[config.mk]
export PLATFORM = sky130hd
export DESIGN_NAME = pdcr_top
export DESIGN_NICKNAME = d
export VERILOG_FILES = /design/src/pdcr_pkg.sv /design/src/pdcr_chan_if.sv /design/src/pdcr_channel.sv /design/src/pdcr_top.sv
export SDC_FILE = /design/constraint.sdc
export NUM_CORES = 1
export LEC_CHECK = 0
export ABC_AREA = 1
export BUFFER_PORTS_ARGS = -buffer_cell sky130_fd_sc_hd__buf_2
export CORE_MARGIN = 5
export CORE_UTILIZATION = 35
export DETAILED_ROUTE_END_ITERATION = 8
export SYNTH_ARGS = -nofsm -noshare
export SYNTH_HDL_FRONTEND = slang
export SYNTH_SLANG_ARGS = --single-unit
[constraint.sdc]
create_clock -name pclk -period 8.24 [get_ports pclk]
set_clock_uncertainty 0.15 [all_clocks]
set_input_delay 1.648 -clock pclk [delete_from_list [all_inputs] [get_ports pclk]]
set_output_delay 1.648 -clock pclk [all_outputs]
set_load 0.02 [all_outputs]
[src/pdcr_pkg.sv]
// shared constants and types for the peripheral transfer channel pair
`default_nettype none
package pdcr_pkg;
	localparam int unsigned ADDR_W   = 12;
	localparam int unsigned DATA_W   = 32;
	localparam int unsigned PTR_W    = 32;
	localparam int unsigned CNT_W    = 16;
	localparam int unsigned IRQ_W    = 4;

	localparam logic [11:0] OFF_RX_PTR   = 12'h100;
	localparam logic [11:0] OFF_RX_CNT   = 12'h104;
	localparam logic [11:0] OFF_TX_PTR   = 12'h108;
	localparam logic [11:0] OFF_TX_CNT   = 12'h10C;
	localparam logic [11:0] OFF_RX_NPTR  = 12'h110;
	localparam logic [11:0] OFF_RX_NCNT  = 12'h114;
	localparam logic [11:0] OFF_TX_NPTR  = 12'h118;
	localparam logic [11:0] OFF_TX_NCNT  = 12'h11C;
	localparam logic [11:0] OFF_CONTROL  = 12'h120;
	localparam logic [11:0] OFF_STATUS   = 12'h124;
	localparam logic [11:0] OFF_IRQ_STS  = 12'h128;
	localparam logic [11:0] OFF_IRQ_CLR  = 12'h12C;
	localparam logic [11:0] OFF_IRQ_ENA  = 12'h130;

	localparam int unsigned CTL_RX_EN    = 0;
	localparam int unsigned CTL_RX_DIS   = 1;
	localparam int unsigned CTL_TX_EN    = 8;
	localparam int unsigned CTL_TX_DIS   = 9;
	localparam int unsigned STS_RX_EN    = 0;
	localparam int unsigned STS_TX_EN    = 8;

	localparam int unsigned IRQ_END_RX   = 0;
	localparam int unsigned IRQ_FULL_RX  = 1;
	localparam int unsigned IRQ_END_TX   = 2;
	localparam int unsigned IRQ_EMPTY_TX = 3;

	localparam logic [31:0] RST_WORD     = 32'h0000_0000;
	localparam logic [15:0] RST_COUNT    = 16'h0000;
	localparam logic [3:0]  RST_IRQ      = 4'h0;

	typedef enum logic [1:0] {
		PDCR_BYTE,
		PDCR_HALF,
		PDCR_WORD
	} pdcr_size_type;
endpackage
`default_nettype wire

[src/pdcr_chan_if.sv]
// signals between the control block and one channel's pointer/count logic
`timescale 1ns/100ps
`default_nettype none
interface pdcr_chan_if;
	import pdcr_pkg::*;
	logic                wr_ptr;
	logic                wr_cnt;
	logic                wr_nptr;
	logic                wr_ncnt;
	logic                step;
	logic [DATA_W-1:0]   wdata;
	pdcr_size_type       size;
	logic [PTR_W-1:0]    ptr;
	logic [CNT_W-1:0]    cnt;
	logic [PTR_W-1:0]    nptr;
	logic [CNT_W-1:0]    ncnt;
	logic                end_ev;
	logic                empty_ev;

	modport ctl (
		output wr_ptr, wr_cnt, wr_nptr, wr_ncnt, step, wdata, size,
		input  ptr, cnt, nptr, ncnt, end_ev, empty_ev
	);
	modport chan (
		input  wr_ptr, wr_cnt, wr_nptr, wr_ncnt, step, wdata, size,
		output ptr, cnt, nptr, ncnt, end_ev, empty_ev
	);
endinterface
`default_nettype wire

[src/pdcr_channel.sv]
// pointer, count and next-buffer registers of one transfer direction
`timescale 1ns/100ps
`default_nettype none
module pdcr_channel (
	input  wire logic    pclk,
	input  wire logic    presetn,
	pdcr_chan_if.chan    ch
);
	import pdcr_pkg::*;

	logic [PTR_W-1:0] ptr_r;
	logic [CNT_W-1:0] cnt_r;
	logic [PTR_W-1:0] nptr_r;
	logic [CNT_W-1:0] ncnt_r;
	logic [PTR_W-1:0] ptr_nxt;
	logic [CNT_W-1:0] cnt_nxt;
	logic [PTR_W-1:0] nptr_nxt;
	logic [CNT_W-1:0] ncnt_nxt;
	logic [PTR_W-1:0] inc;
	logic             end_hit;
	logic             ncnt_zero;

	always_comb begin
		unique case (ch.size)
			PDCR_BYTE: inc = PTR_W'(1);
			PDCR_HALF: inc = PTR_W'(2);
			default:   inc = PTR_W'(4);
		endcase
	end

	always_comb begin
		ptr_nxt  = ptr_r;
		cnt_nxt  = cnt_r;
		nptr_nxt = nptr_r;
		ncnt_nxt = ncnt_r;
		if (ch.step) begin
			ptr_nxt = ptr_r + inc;
			cnt_nxt = cnt_r - CNT_W'(1);
		end
		// a software write replaces a same-cycle hardware step
		if (ch.wr_ptr)
			ptr_nxt = ch.wdata[PTR_W-1:0];
		if (ch.wr_cnt)
			cnt_nxt = ch.wdata[CNT_W-1:0];
		if (ch.wr_nptr)
			nptr_nxt = ch.wdata[PTR_W-1:0];
		if (ch.wr_ncnt)
			ncnt_nxt = ch.wdata[CNT_W-1:0];
		ncnt_zero = (ncnt_nxt == RST_COUNT);
		if (cnt_nxt == RST_COUNT && !ncnt_zero) begin
			ptr_nxt  = nptr_nxt;
			cnt_nxt  = ncnt_nxt;
			ncnt_nxt = RST_COUNT;
		end
	end

	assign end_hit     = ch.step && !ch.wr_cnt && cnt_r == CNT_W'(1);
	assign ch.end_ev   = end_hit;
	assign ch.empty_ev = end_hit && ncnt_zero;

	always_ff @(posedge pclk or negedge presetn) begin
		if (!presetn) begin
			ptr_r  <= RST_WORD;
			cnt_r  <= RST_COUNT;
			nptr_r <= RST_WORD;
			ncnt_r <= RST_COUNT;
		end else begin
			ptr_r  <= ptr_nxt;
			cnt_r  <= cnt_nxt;
			nptr_r <= nptr_nxt;
			ncnt_r <= ncnt_nxt;
		end
	end

	assign ch.ptr  = ptr_r;
	assign ch.cnt  = cnt_r;
	assign ch.nptr = nptr_r;
	assign ch.ncnt = ncnt_r;
endmodule
`default_nettype wire

[src/pdcr_top.sv]
// APB register file, arbitration and memory mover for the rx/tx channel pair
//
// Function
// - transmit pointer is full 32 bits
// - 16-bit transmit count; zero stops transmit
// - 32-bit receive next pointer held
// - 16-bit receive next count held
// - 32-bit transmit next pointer held
// - 16-bit transmit next count held
// - control bit 0 enables rx unless disabled
// - control bit 1 disables rx requests
// - control bit 8 enables tx requests
// - control bit 9 disables tx requests
// - status bit 0 shows rx enabled
// - status bit 8 shows tx enabled
// - step pointer by size, decrement count
// - count zero loads next pointer and count unless next count is zero
// - next count cleared after that load
// - tx end and all-empty flags raised
`timescale 1ns/100ps
`default_nettype none
module pdcr_top (
	input  wire logic                    pclk,
	input  wire logic                    presetn,
	input  wire logic                    psel,
	input  wire logic                    penable,
	input  wire logic                    pwrite,
	input  wire logic [pdcr_pkg::ADDR_W-1:0] paddr,
	input  wire logic [pdcr_pkg::DATA_W-1:0] pwdata,
	output logic      [pdcr_pkg::DATA_W-1:0] prdata,
	output logic                         pready,
	output logic                         pslverr,
	input  wire logic                    rx_ready,
	input  wire logic [pdcr_pkg::DATA_W-1:0] rx_data,
	input  wire pdcr_pkg::pdcr_size_type rx_size,
	output logic                         rx_taken,
	input  wire logic                    tx_ready,
	input  wire pdcr_pkg::pdcr_size_type tx_size,
	output logic      [pdcr_pkg::DATA_W-1:0] tx_data,
	output logic                         tx_load,
	output logic                         mem_req,
	output logic                         mem_we,
	output logic      [pdcr_pkg::PTR_W-1:0]  mem_addr,
	output pdcr_pkg::pdcr_size_type      mem_size,
	output logic      [pdcr_pkg::DATA_W-1:0] mem_wdata,
	input  wire logic                    mem_ack,
	input  wire logic [pdcr_pkg::DATA_W-1:0] mem_rdata,
	output logic                         irq
);
	import pdcr_pkg::*;

	typedef enum logic [1:0] {
		XF_IDLE,
		XF_BUSY,
		XF_GAP
	} pdcr_xfer_type;

	pdcr_chan_if rx_ch ();
	pdcr_chan_if tx_ch ();

	pdcr_channel u_rx (
		.pclk    (pclk),
		.presetn (presetn),
		.ch      (rx_ch.chan)
	);

	pdcr_channel u_tx (
		.pclk    (pclk),
		.presetn (presetn),
		.ch      (tx_ch.chan)
	);

	logic                rx_en_r;
	logic                tx_en_r;
	logic [IRQ_W-1:0]    irq_sts_r;
	logic [IRQ_W-1:0]    irq_ena_r;
	logic [IRQ_W-1:0]    irq_sts_nxt;
	logic [IRQ_W-1:0]    irq_clr;
	logic [IRQ_W-1:0]    irq_set;
	logic [DATA_W-1:0]   prdata_r;
	logic                pready_r;
	logic                pslverr_r;
	logic [DATA_W-1:0]   rd_word;
	logic                rd_hit;
	logic                wr_go;
	pdcr_xfer_type       state_r;
	logic                sel_tx_r;
	logic                mem_req_r;
	logic                mem_we_r;
	logic [PTR_W-1:0]    mem_addr_r;
	pdcr_size_type       mem_size_r;
	logic [DATA_W-1:0]   mem_wdata_r;
	logic                rx_taken_r;
	logic                tx_load_r;
	logic [DATA_W-1:0]   tx_data_r;
	logic                irq_r;
	logic                rx_go;
	logic                tx_go;
	logic                done;

	// apb: one wait state, so every access takes setup plus two cycles
	assign wr_go = psel && penable && pready_r && pwrite;

	always_comb begin
		rd_word = RST_WORD;
		rd_hit  = 1'b1;
		unique case (paddr)
			OFF_RX_PTR:  rd_word = rx_ch.ptr;
			OFF_RX_CNT:  rd_word[CNT_W-1:0] = rx_ch.cnt;
			OFF_TX_PTR:  rd_word = tx_ch.ptr;
			OFF_TX_CNT:  rd_word[CNT_W-1:0] = tx_ch.cnt;
			OFF_RX_NPTR: rd_word = rx_ch.nptr;
			OFF_RX_NCNT: rd_word[CNT_W-1:0] = rx_ch.ncnt;
			OFF_TX_NPTR: rd_word = tx_ch.nptr;
			OFF_TX_NCNT: rd_word[CNT_W-1:0] = tx_ch.ncnt;
			OFF_CONTROL: rd_word = RST_WORD;
			OFF_STATUS: begin
				rd_word[STS_RX_EN] = rx_en_r;
				rd_word[STS_TX_EN] = tx_en_r;
			end
			OFF_IRQ_STS: rd_word[IRQ_W-1:0] = irq_sts_r;
			OFF_IRQ_CLR: rd_word = RST_WORD;
			OFF_IRQ_ENA: rd_word[IRQ_W-1:0] = irq_ena_r;
			default:     rd_hit = 1'b0;
		endcase
	end

	always_ff @(posedge pclk or negedge presetn) begin
		if (!presetn) begin
			pready_r  <= 1'b0;
			prdata_r  <= RST_WORD;
			pslverr_r <= 1'b0;
		end else begin
			pready_r  <= psel && penable && !pready_r;
			pslverr_r <= psel && penable && !pready_r && !rd_hit;
			if (psel && penable && !pready_r && !pwrite)
				prdata_r <= rd_word;
		end
	end

	// channel register writes
	assign rx_ch.wdata   = pwdata;
	assign tx_ch.wdata   = pwdata;
	assign rx_ch.wr_ptr  = wr_go && paddr == OFF_RX_PTR;
	assign rx_ch.wr_cnt  = wr_go && paddr == OFF_RX_CNT;
	assign rx_ch.wr_nptr = wr_go && paddr == OFF_RX_NPTR;
	assign rx_ch.wr_ncnt = wr_go && paddr == OFF_RX_NCNT;
	assign tx_ch.wr_ptr  = wr_go && paddr == OFF_TX_PTR;
	assign tx_ch.wr_cnt  = wr_go && paddr == OFF_TX_CNT;
	assign tx_ch.wr_nptr = wr_go && paddr == OFF_TX_NPTR;
	assign tx_ch.wr_ncnt = wr_go && paddr == OFF_TX_NCNT;
	assign rx_ch.size    = rx_size;
	assign tx_ch.size    = tx_size;

	// enable state: disable wins on both sides
	always_ff @(posedge pclk or negedge presetn) begin
		if (!presetn) begin
			rx_en_r <= 1'b0;
			tx_en_r <= 1'b0;
		end else if (wr_go && paddr == OFF_CONTROL) begin
			if (pwdata[CTL_RX_DIS])
				rx_en_r <= 1'b0;
			else if (pwdata[CTL_RX_EN])
				rx_en_r <= 1'b1;
			if (pwdata[CTL_TX_DIS])
				tx_en_r <= 1'b0;
			else if (pwdata[CTL_TX_EN])
				tx_en_r <= 1'b1;
		end
	end

	// transfer requests; receive is served before transmit
	assign rx_go = rx_en_r && rx_ready && rx_ch.cnt != RST_COUNT;
	assign tx_go = tx_en_r && tx_ready && tx_ch.cnt != RST_COUNT;
	assign done  = state_r == XF_BUSY && mem_ack;
	assign rx_ch.step = done && !sel_tx_r;
	assign tx_ch.step = done && sel_tx_r;

	always_ff @(posedge pclk or negedge presetn) begin
		if (!presetn) begin
			state_r     <= XF_IDLE;
			sel_tx_r    <= 1'b0;
			mem_req_r   <= 1'b0;
			mem_we_r    <= 1'b0;
			mem_addr_r  <= RST_WORD;
			mem_size_r  <= PDCR_BYTE;
			mem_wdata_r <= RST_WORD;
		end else begin
			unique case (state_r)
				XF_IDLE: begin
					if (rx_go) begin
						state_r     <= XF_BUSY;
						sel_tx_r    <= 1'b0;
						mem_req_r   <= 1'b1;
						mem_we_r    <= 1'b1;
						mem_addr_r  <= rx_ch.ptr;
						mem_size_r  <= rx_size;
						mem_wdata_r <= rx_data;
					end else if (tx_go) begin
						state_r    <= XF_BUSY;
						sel_tx_r   <= 1'b1;
						mem_req_r  <= 1'b1;
						mem_we_r   <= 1'b0;
						mem_addr_r <= tx_ch.ptr;
						mem_size_r <= tx_size;
					end
				end
				XF_BUSY: begin
					if (mem_ack) begin
						state_r   <= XF_GAP;
						mem_req_r <= 1'b0;
					end
				end
				// lets the peripheral drop its ready before the next look
				XF_GAP: state_r <= XF_IDLE;
			endcase
		end
	end

	always_ff @(posedge pclk or negedge presetn) begin
		if (!presetn) begin
			rx_taken_r <= 1'b0;
			tx_load_r  <= 1'b0;
			tx_data_r  <= RST_WORD;
		end else begin
			rx_taken_r <= rx_ch.step;
			tx_load_r  <= tx_ch.step;
			if (tx_ch.step)
				tx_data_r <= mem_rdata;
		end
	end

	// end flags: sticky, cleared by software or by a counter write
	assign irq_set[IRQ_END_RX]   = rx_ch.end_ev;
	assign irq_set[IRQ_FULL_RX]  = rx_ch.empty_ev;
	assign irq_set[IRQ_END_TX]   = tx_ch.end_ev;
	assign irq_set[IRQ_EMPTY_TX] = tx_ch.empty_ev;

	always_comb begin
		irq_clr = RST_IRQ;
		if (wr_go && paddr == OFF_IRQ_CLR)
			irq_clr = pwdata[IRQ_W-1:0];
		if (rx_ch.wr_cnt || rx_ch.wr_ncnt) begin
			irq_clr[IRQ_END_RX]  = 1'b1;
			irq_clr[IRQ_FULL_RX] = 1'b1;
		end
		if (tx_ch.wr_cnt || tx_ch.wr_ncnt) begin
			irq_clr[IRQ_END_TX]   = 1'b1;
			irq_clr[IRQ_EMPTY_TX] = 1'b1;
		end
		// a new event in the clearing cycle is kept
		irq_sts_nxt = (irq_sts_r & ~irq_clr) | irq_set;
	end

	always_ff @(posedge pclk or negedge presetn) begin
		if (!presetn) begin
			irq_sts_r <= RST_IRQ;
			irq_ena_r <= RST_IRQ;
			irq_r     <= 1'b0;
		end else begin
			irq_sts_r <= irq_sts_nxt;
			if (wr_go && paddr == OFF_IRQ_ENA)
				irq_ena_r <= pwdata[IRQ_W-1:0];
			irq_r <= |(irq_sts_nxt & irq_ena_r);
		end
	end

	assign prdata    = prdata_r;
	assign pready    = pready_r;
	assign pslverr   = pslverr_r;
	assign rx_taken  = rx_taken_r;
	assign tx_load   = tx_load_r;
	assign tx_data   = tx_data_r;
	assign mem_req   = mem_req_r;
	assign mem_we    = mem_we_r;
	assign mem_addr  = mem_addr_r;
	assign mem_size  = mem_size_r;
	assign mem_wdata = mem_wdata_r;
	assign irq       = irq_r;
endmodule
`default_nettype wire

==> qor.yml, run 1 <==
critical_path:
  critPathKind: "input pin to flip-flop"
  start_kind: "input pin"
  crit-reg2reg-launch: "pready"
  critPathRequiredTime_ps: 8550
  critical_path_arrival_ps: 5670
  worstSetupEndpointType: "flip-flop"
  critical_path_peak_fanout: 34
  worst_setup_path_startpoint: "pwrite"
synth:
  synth.top_cells.by_count: "sky130_fd_sc_hd__nand2_1, sky130_fd_sc_hd__dfrtp_1, sky130_fd_sc_hd__inv_1"
  avgSynthCellArea_um2: 7.14
  ys_top_cells_by_area: "sky130_fd_sc_hd__dfrtp_1, sky130_fd_sc_hd__nand2_1, sky130_fd_sc_hd__inv_1, sky130_fd_sc_hd__o21ai_0, sky130_fd_sc_hd__nand3_1"
  synth_sequential_area_ratio_pct: 42.2
  synth_top_area_share_pct: 42.2
  yosys.area.top_type: "sky130_fd_sc_hd__dfrtp_1"
  syn_area_um2: 20300
  synth_nets: 2976
  synth_cell_types: 52
  postSynthCellCount: 2841
  yosys_warnings: 0
  post_synthesis_register_bit_count: 342
  ys_async_sr_fraction_pct: 100
  synth_edf_count: 0
  post-synth-top-count-cell: "sky130_fd_sc_hd__nand2_1"
  postSynth.topFlopCell: "sky130_fd_sc_hd__dfrtp_1"
routing:
  drt_iter0_drc: 2667
  ant_nets: 0
  via_count: 20500
  remaining_drc_errors: 0
  wire_per_inst_um: 22.0
  routed_via_density: 5.36
  drt_pass1_iterations: 6
  wl_mm: 84.2
placement:
  gp_congestion: 1.02
  buffer_ports.inserted: 256
  place.detailed.instances: 3754
  place_hpwl_mm: 62.4
clocking:
  cts_htree_levels: 2
  cts_root_buffer: "sky130_fd_sc_hd__clkbuf_16"
  hold_buffers: 0
  clock-sinks: 342
  clk_pin_slew_worst_paths_ps: 60
  tritoncts: "done"
  cts_post_setup_buffers_inserted: 0
  cts_resized: 0
  clk_latency_ps: 580
  clockBufferDepth: 3
  tritoncts.num_buffers: 42
layout:
  area_delta_synth_final_pct: 16.0
  finalNonFillerCells: 3831
  num-nets-final: 3168
  finish.utilization_pct: 40.9
  fillers: 6054
  layout.area.seq_um2: 8560
  multi_input_logic_area_um2: 9850
  layout-drive-gt1-share_pct: 14.1
die:
  placeableCoreArea_um2: 57600
  io-pin-count: 257
  floorplan.rows: 88
  fp.dieH_um: 251
  die-width_um: 251
  floorplan.die_area_um2: 62900
  start_util_pct: 35.2
pwr:
  share_comb_of_total_power_pct: 19.7
  power.ir.vdd_worst_v: 0.000155
  power.density_nw_per_um2: 207
  power_switching_share_pct: 33.1
  p_sw_w: 0.00161
  seq_power_share_pct: 40.2
  internal_power_contribution_w: 0.00326
  cellLeakagePower_nw: 12.2
  clk_network_pwr_share_pct: 40.1
global_routing:
  overflow: 0
  first_global_vias: 19100
  grt_usage_pct: 25.7
  antenna_found_initial: 3
  grt_first_pass_wirelength_mm: 124
  grt_start_max_net_pins: 110
hold_path:
  hp-start: "mem_wdata[15]"
  hp-class: "flip-flop to flip-flop"
sta:
  fmaxAchievable_mhz: 187
  final_worst_path_period_need_ps: 5360
  max_slew.worst_pin.slew_ps: 1230
  timing.max_slew.rel_slack_pct: 17.8
  final_max_slew_viol_count: 0
  post-route-period-util_pct: 65.1
  setup_violations: 0
  setup-tns-final_ps: 0
  setup_repair_after_global_routing_missed_its_margin: "false"
  report.final.hold_viol_count: 0
job:
  drv_cap: 0
status:
  status: "completed"
==> flip-flops by register name, summed over array words and instances, names as in the netlist, 2 cells and up <==
| signal | count |
|---|---|
| irq_ena_r | 4 |
| irq_sts_r | 4 |
| mem_addr | 32 |
| mem_size | 2 |
| mem_wdata | 32 |
| prdata | 32 |
| state_r | 2 |
| tx_data | 32 |
| u_rx.ch.cnt | 16 |
| u_rx.ch.ncnt | 16 |
| u_rx.ch.nptr | 32 |
| u_rx.ch.ptr | 32 |
| u_tx.ch.cnt | 16 |
| u_tx.ch.ncnt | 16 |
| u_tx.ch.nptr | 32 |
| u_tx.ch.ptr | 32 |
==> cell families after synthesis <==
family          count (synthesis)  share of synthesized area (%)
flops                         342                           42.2
simple gates                 1597                           34.3
fa+ha+maj                      15                          0.999
buf+inv                       462                           9.37
xor+xnor                       44                           1.90
compound gates                381                           11.3
==> area by class of cell <==
cell class / count / share of cell area, %
Inverter: 328 / 5.23
Sequential cell: 342 / 36.4
Clock buffer: 53 / 4.95
Antenna cell: 3 / 0.0319
Tap cell: 765 / 4.07
Multi-Input combinational cell: 2037 / 41.9
Clock inverter: 21 / 1.12
Timing Repair Buffer: 282 / 6.37
==> worst max-delay path: stages <==
cell,delay (ps)
sky130_fd_sc_hd__buf_2,110
sky130_fd_sc_hd__nand4_2,280
sky130_fd_sc_hd__inv_2,590
sky130_fd_sc_hd__buf_4,460
sky130_fd_sc_hd__nand3_1,500
sky130_fd_sc_hd__nand2_1,170
sky130_fd_sc_hd__nand2_1,120
sky130_fd_sc_hd__inv_1,130
sky130_fd_sc_hd__nand2_1,80
sky130_fd_sc_hd__nor2_1,100
sky130_fd_sc_hd__nand2_1,60
sky130_fd_sc_hd__nor2_1,150
sky130_fd_sc_hd__nor2_2,110
sky130_fd_sc_hd__nand2_2,560
sky130_fd_sc_hd__nand2_1,100
sky130_fd_sc_hd__buf_4,280
sky130_fd_sc_hd__nor2_1,130
sky130_fd_sc_hd__nor2_1,50
==> metrics by stage <==
stage	setup slack, ps	area (um^2)	total power [W]	hold slack, ps
after floorplan	4130	20300	0.00254	319
after global placement	2470	22100	0.00292	299
after detailed placement	2480	22100	0.00292	303
after CTS	3080	23500	0.00488	318
after global routing	2600	23500	0.00508	329
final	2880	23500	0.00487	313
==> path summary, 6_finish.rpt <==
kind,endpoint,slack (ps),cells after the start
worst min register to register,mem_wdata[15],310,2
min in group asynchronous,prdata[19],1030,1
max in group asynchronous,tx_data[3],5390,2
worst max register to register,u_rx.ch.ptr[21],3690,17
worst max-delay path,u_rx.ch.ptr[21],2880,18
worst min-delay path,mem_wdata[15],310,2
==> cells in the final DEF, fill, tap and decap left out, types with 6 or more instances in the layout <==
master,instances
sky130_fd_sc_hd__buf_2,255
sky130_fd_sc_hd__o21ai_0,196
sky130_fd_sc_hd__nand2_2,7
sky130_fd_sc_hd__o21ai_1,13
sky130_fd_sc_hd__inv_2,10
sky130_fd_sc_hd__o21ai_2,7
sky130_fd_sc_hd__o21bai_1,6
sky130_fd_sc_hd__nor4_1,19
sky130_fd_sc_hd__dfrtp_1,342
sky130_fd_sc_hd__ha_1,13
sky130_fd_sc_hd__o221ai_1,29
sky130_fd_sc_hd__clkbuf_16,43
sky130_fd_sc_hd__nand2_1,998
sky130_fd_sc_hd__nand3_1,187
sky130_fd_sc_hd__buf_4,25
sky130_fd_sc_hd__nand4_1,104
sky130_fd_sc_hd__nor2_2,15
sky130_fd_sc_hd__xor2_1,42
sky130_fd_sc_hd__nor2_4,10
sky130_fd_sc_hd__nand3_2,13
sky130_fd_sc_hd__o22ai_1,73
sky130_fd_sc_hd__o211ai_1,8
sky130_fd_sc_hd__clkinv_2,6
sky130_fd_sc_hd__inv_1,307
sky130_fd_sc_hd__nor2_1,189
sky130_fd_sc_hd__a21oi_1,21
sky130_fd_sc_hd__clkinv_1,11
sky130_fd_sc_hd__nor3_1,32
==> routing by layer <==
layer  vias up  GRT usage (%)  part of all wire [%]
met5         -              0                0.0083
met4         2           9.36                   3.9
met3       168           8.67                    12
met2      1101           37.1                    42
met1      9622           36.0                    42
li1       9623              -                     -
==> power by group through the flow <==
stage | sequential, W | combinational [W] | clock (W)
after floorplan | 0.00204 | 0.000503 | 0
after global placement | 0.00198 | 0.000941 | 0
after detailed placement | 0.00197 | 0.000952 | 0
after CTS | 0.00195 | 0.000950 | 0.00198
after global routing | 0.00197 | 0.00106 | 0.00205
final | 0.00195 | 0.000960 | 0.00195
No activity file was read; power rests on OpenSTA's default activity.
==> run 2, diff against run 1 <==
- clock period: 8.24 -> 4.6 ns (I/O delays scaled with it)
==> qor.yml, run 2 (synthesis gave the netlist of run 1 again) <==
critical_path:
  critPathKind: "input pin to flip-flop"  # unchanged
  worstRegToRegCells: 15  # was 17
  critical_path_arrival_ps: 3990  # was 5670 ps
  crit_slowest_cell: "sky130_fd_sc_hd__nor2_1"  # was sky130_fd_sc_hd__inv_2
  critical_path_cell_count: 18  # unchanged
  critical_path_peak_fanout: 8  # was 34
  start_kind: "input pin"  # unchanged
  cpMostUsedCell: "sky130_fd_sc_hd__nand2_1"  # unchanged
  cp_num_buf_inv: 2  # was 5
  critPathRequiredTime_ps: 4960  # was 8550 ps
  worst_path_largest_cell_delay_ps: 490  # was 590 ps
  worstSetupEndpointType: "flip-flop"  # unchanged
  sequence_of_cells_on_the_critical_path: "buf_2, nor2_1, ha_1, inv_1, fa_1, o21ai_0, nand2_1, nor2_1, nand2_1, nor2_1, nand3_1, o21ai_0, nand3_1, o21ai_0, nand2_1, nand2_1, nand2_1, nand2_1"  # was buf_2, nand4_2, inv_2, buf_4, nand3_1, nand2_1, nand2_1, inv_1, nand2_1, nor2_1, nand2_1, nor2_1, nor2_2, nand2_2, nand2_1, buf_4, nor2_1, nor2_1
  path_delay_family: "simple AND/OR/NAND/NOR gates"  # unchanged
clocking:
  clockBufferDepth: 3  # unchanged
  tritoncts.num_buffers: 42  # unchanged
  cts_resized: 0  # unchanged
  cts_htree_levels: 2  # unchanged
  clk_latency_ps: 590  # was 580 ps
  clk_pin_slew_worst_paths_ps: 60  # about the same
  tritoncts: "done"  # unchanged
  cts_post_setup_buffers_inserted: 0  # unchanged
  cts_root_buffer: "sky130_fd_sc_hd__clkbuf_16"  # unchanged
  hold_buffers: 0  # unchanged
  clock-sinks: 342  # unchanged
placement:
  gp_congestion: 1.02  # about the same
  place_hpwl_mm: 63.2  # was 62.4 mm
  buffer_ports.inserted: 256  # unchanged
layout:
  num-nets-final: 3194  # was 3168
  final_common_cell: "sky130_fd_sc_hd__nand2_1"  # unchanged
  area_delta_synth_final_pct: 17.2  # was 16.0%
  most-common-layout-cells: "sky130_fd_sc_hd__nand2_1, sky130_fd_sc_hd__dfrtp_1, sky130_fd_sc_hd__inv_1"  # unchanged
  fillers: 6048  # was 6054
  layout-drive-gt1-share_pct: 14.8  # was 14.1%
pwr:
  p_sw_w: 0.00286  # was 0.00161 W
  clk_network_pwr_share_pct: 40.1  # about the same
  power.ir.vdd_worst_v: 0.000378  # was 0.000155 V
  report.power.total_w: 0.00875  # was 0.00487 W
  seq_power_share_pct: 40.0  # was 40.2%
  internal_power_contribution_w: 0.00589  # was 0.00326 W
  power.density_nw_per_um2: 368  # was 207 nW/um^2
  share_comb_of_total_power_pct: 19.9  # was 19.7%
  cellLeakagePower_nw: 12.4  # was 12.2 nW
  power_switching_share_pct: 32.7  # was 33.1%
die:
  start_util_pct: 35.2  # unchanged
  placeableCoreArea_um2: 57600  # unchanged
  fp.dieH_um: 251  # unchanged
  io-pin-count: 257  # unchanged
  floorplan.rows: 88  # unchanged
  floorplan.die_area_um2: 62900  # unchanged
  die-width_um: 251  # unchanged
hold_path:
  hp-class: "input pin to async pin"  # was flip-flop to flip-flop
routing:
  remaining_drc_errors: 0  # unchanged
  drt_iter0_drc: 2818  # was 2667
  routed_via_density: 5.41  # was 5.36
  ant_nets: 0  # unchanged
  wire_per_inst_um: 21.9  # was 22.0 um
  via_count: 20900  # was 20500
  wl_mm: 84.6  # was 84.2 mm
  drt_pass1_iterations: 6  # unchanged
sta:
  timing.max_slew.rel_slack_pct: 31.9  # was 17.8%
  post-route-period-util_pct: 79.0
  max_slew.worst_pin.slew_ps: 1010  # was 1230 ps
  final_worst_path_period_need_ps: 3640
  setup-tns-final_ps: 0  # unchanged
  final_max_slew_viol_count: 0  # unchanged
  report.final.hold_viol_count: 0  # unchanged
  fmaxAchievable_mhz: 275
  setup_violations: 0  # unchanged
  setup_repair_after_global_routing_missed_its_margin: "false"  # unchanged
global_routing:
  grt_usage_pct: 25.8  # was 25.7%
  first_global_vias: 19300  # was 19100
  antenna_found_initial: 3  # unchanged
  grt_start_max_net_pins: 106  # was 110
  grt_first_pass_wirelength_mm: 125  # was 124 mm
  overflow: 0  # unchanged
status:
  status: "completed"  # unchanged
job:
  drv_cap: 0  # unchanged
[run 2: worst paths after layout]
| check | start | end | slack [ps] |
|---|---|---|---|
| min in group pclk | mem_wdata[17] | mem_wdata[17] | 310 |
| max in group asynchronous | presetn | u_tx.ch.ncnt[3] | 3040 |
| hold reg to reg | mem_wdata[17] | mem_wdata[17] | 310 |
| setup / recovery | rx_size[1] | u_rx.ch.ptr[30] | 960 |
| setup reg to reg | u_rx.ch.ptr[1] | u_rx.ch.ptr[30] | 1070 |
| hold / removal | presetn | mem_wdata[8] | 280 |
[run 2: area by class of cell]
class	count	area (um^2)	area share (%)
antenna	3	7.51	0.0316
sequential	342	8560	36.0
clock inverter	20	263	1.10
timing repair buffer	308	1760	7.39
inverter	328	1230	5.18
tap	765	957	4.02
clock buffer	52	1160	4.88
multi-input combinational	2037	9850	41.4
[run 2: metrics by stage]
stage | utilization (%) | hold slack (ps) | setup slack, ps | area, um^2 | cells
finish | 41.3 | 280 | 964 | 23800 | 3855
floorplan | - | 319 | 1220 | 20300 | 2841
global route | 41.3 | 339 | 615 | 23800 | 3854
detailed placement | 38.8 | 303 | 481 | 22400 | 3780
CTS | 41.3 | 299 | 1080 | 23800 | 3852
global placement | 38.8 | 300 | 488 | 22400 | 3780
[run 2: worst reg2reg max path, cell delays in order (launching register included)]
cell and delay [ps]:
sky130_fd_sc_hd__dfrtp_1 390, sky130_fd_sc_hd__inv_1 220, sky130_fd_sc_hd__fa_1 520, sky130_fd_sc_hd__o21ai_0 220
sky130_fd_sc_hd__nand2_1 160, sky130_fd_sc_hd__nor2_1 270, sky130_fd_sc_hd__nand2_1 140, sky130_fd_sc_hd__nor2_1 490
sky130_fd_sc_hd__nand3_1 250, sky130_fd_sc_hd__o21ai_0 230, sky130_fd_sc_hd__nand3_1 90, sky130_fd_sc_hd__o21ai_0 90
sky130_fd_sc_hd__nand2_1 70, sky130_fd_sc_hd__nand2_1 70, sky130_fd_sc_hd__nand2_1 50, sky130_fd_sc_hd__nand2_1 50
[run 2: power by group through the flow]
stage	clock network [W]	registers [W]	logic, W
floorplan	0	0.00365	0.000902
global placement	0	0.00354	0.00170
detailed placement	0	0.00353	0.00173
CTS	0.00356	0.00349	0.00172
global route	0.00367	0.00353	0.00191
finish	0.00350	0.00350	0.00174
[run 2: layer usage]
layer	share of wire [%]	vias to the layer above	GRT usage (%)
li1	-	9680	-
met1	43	9815	37.8
met2	42	1202	37.3
met3	12	169	6.25
met4	3.9	0	8.93
met5	0	-	0
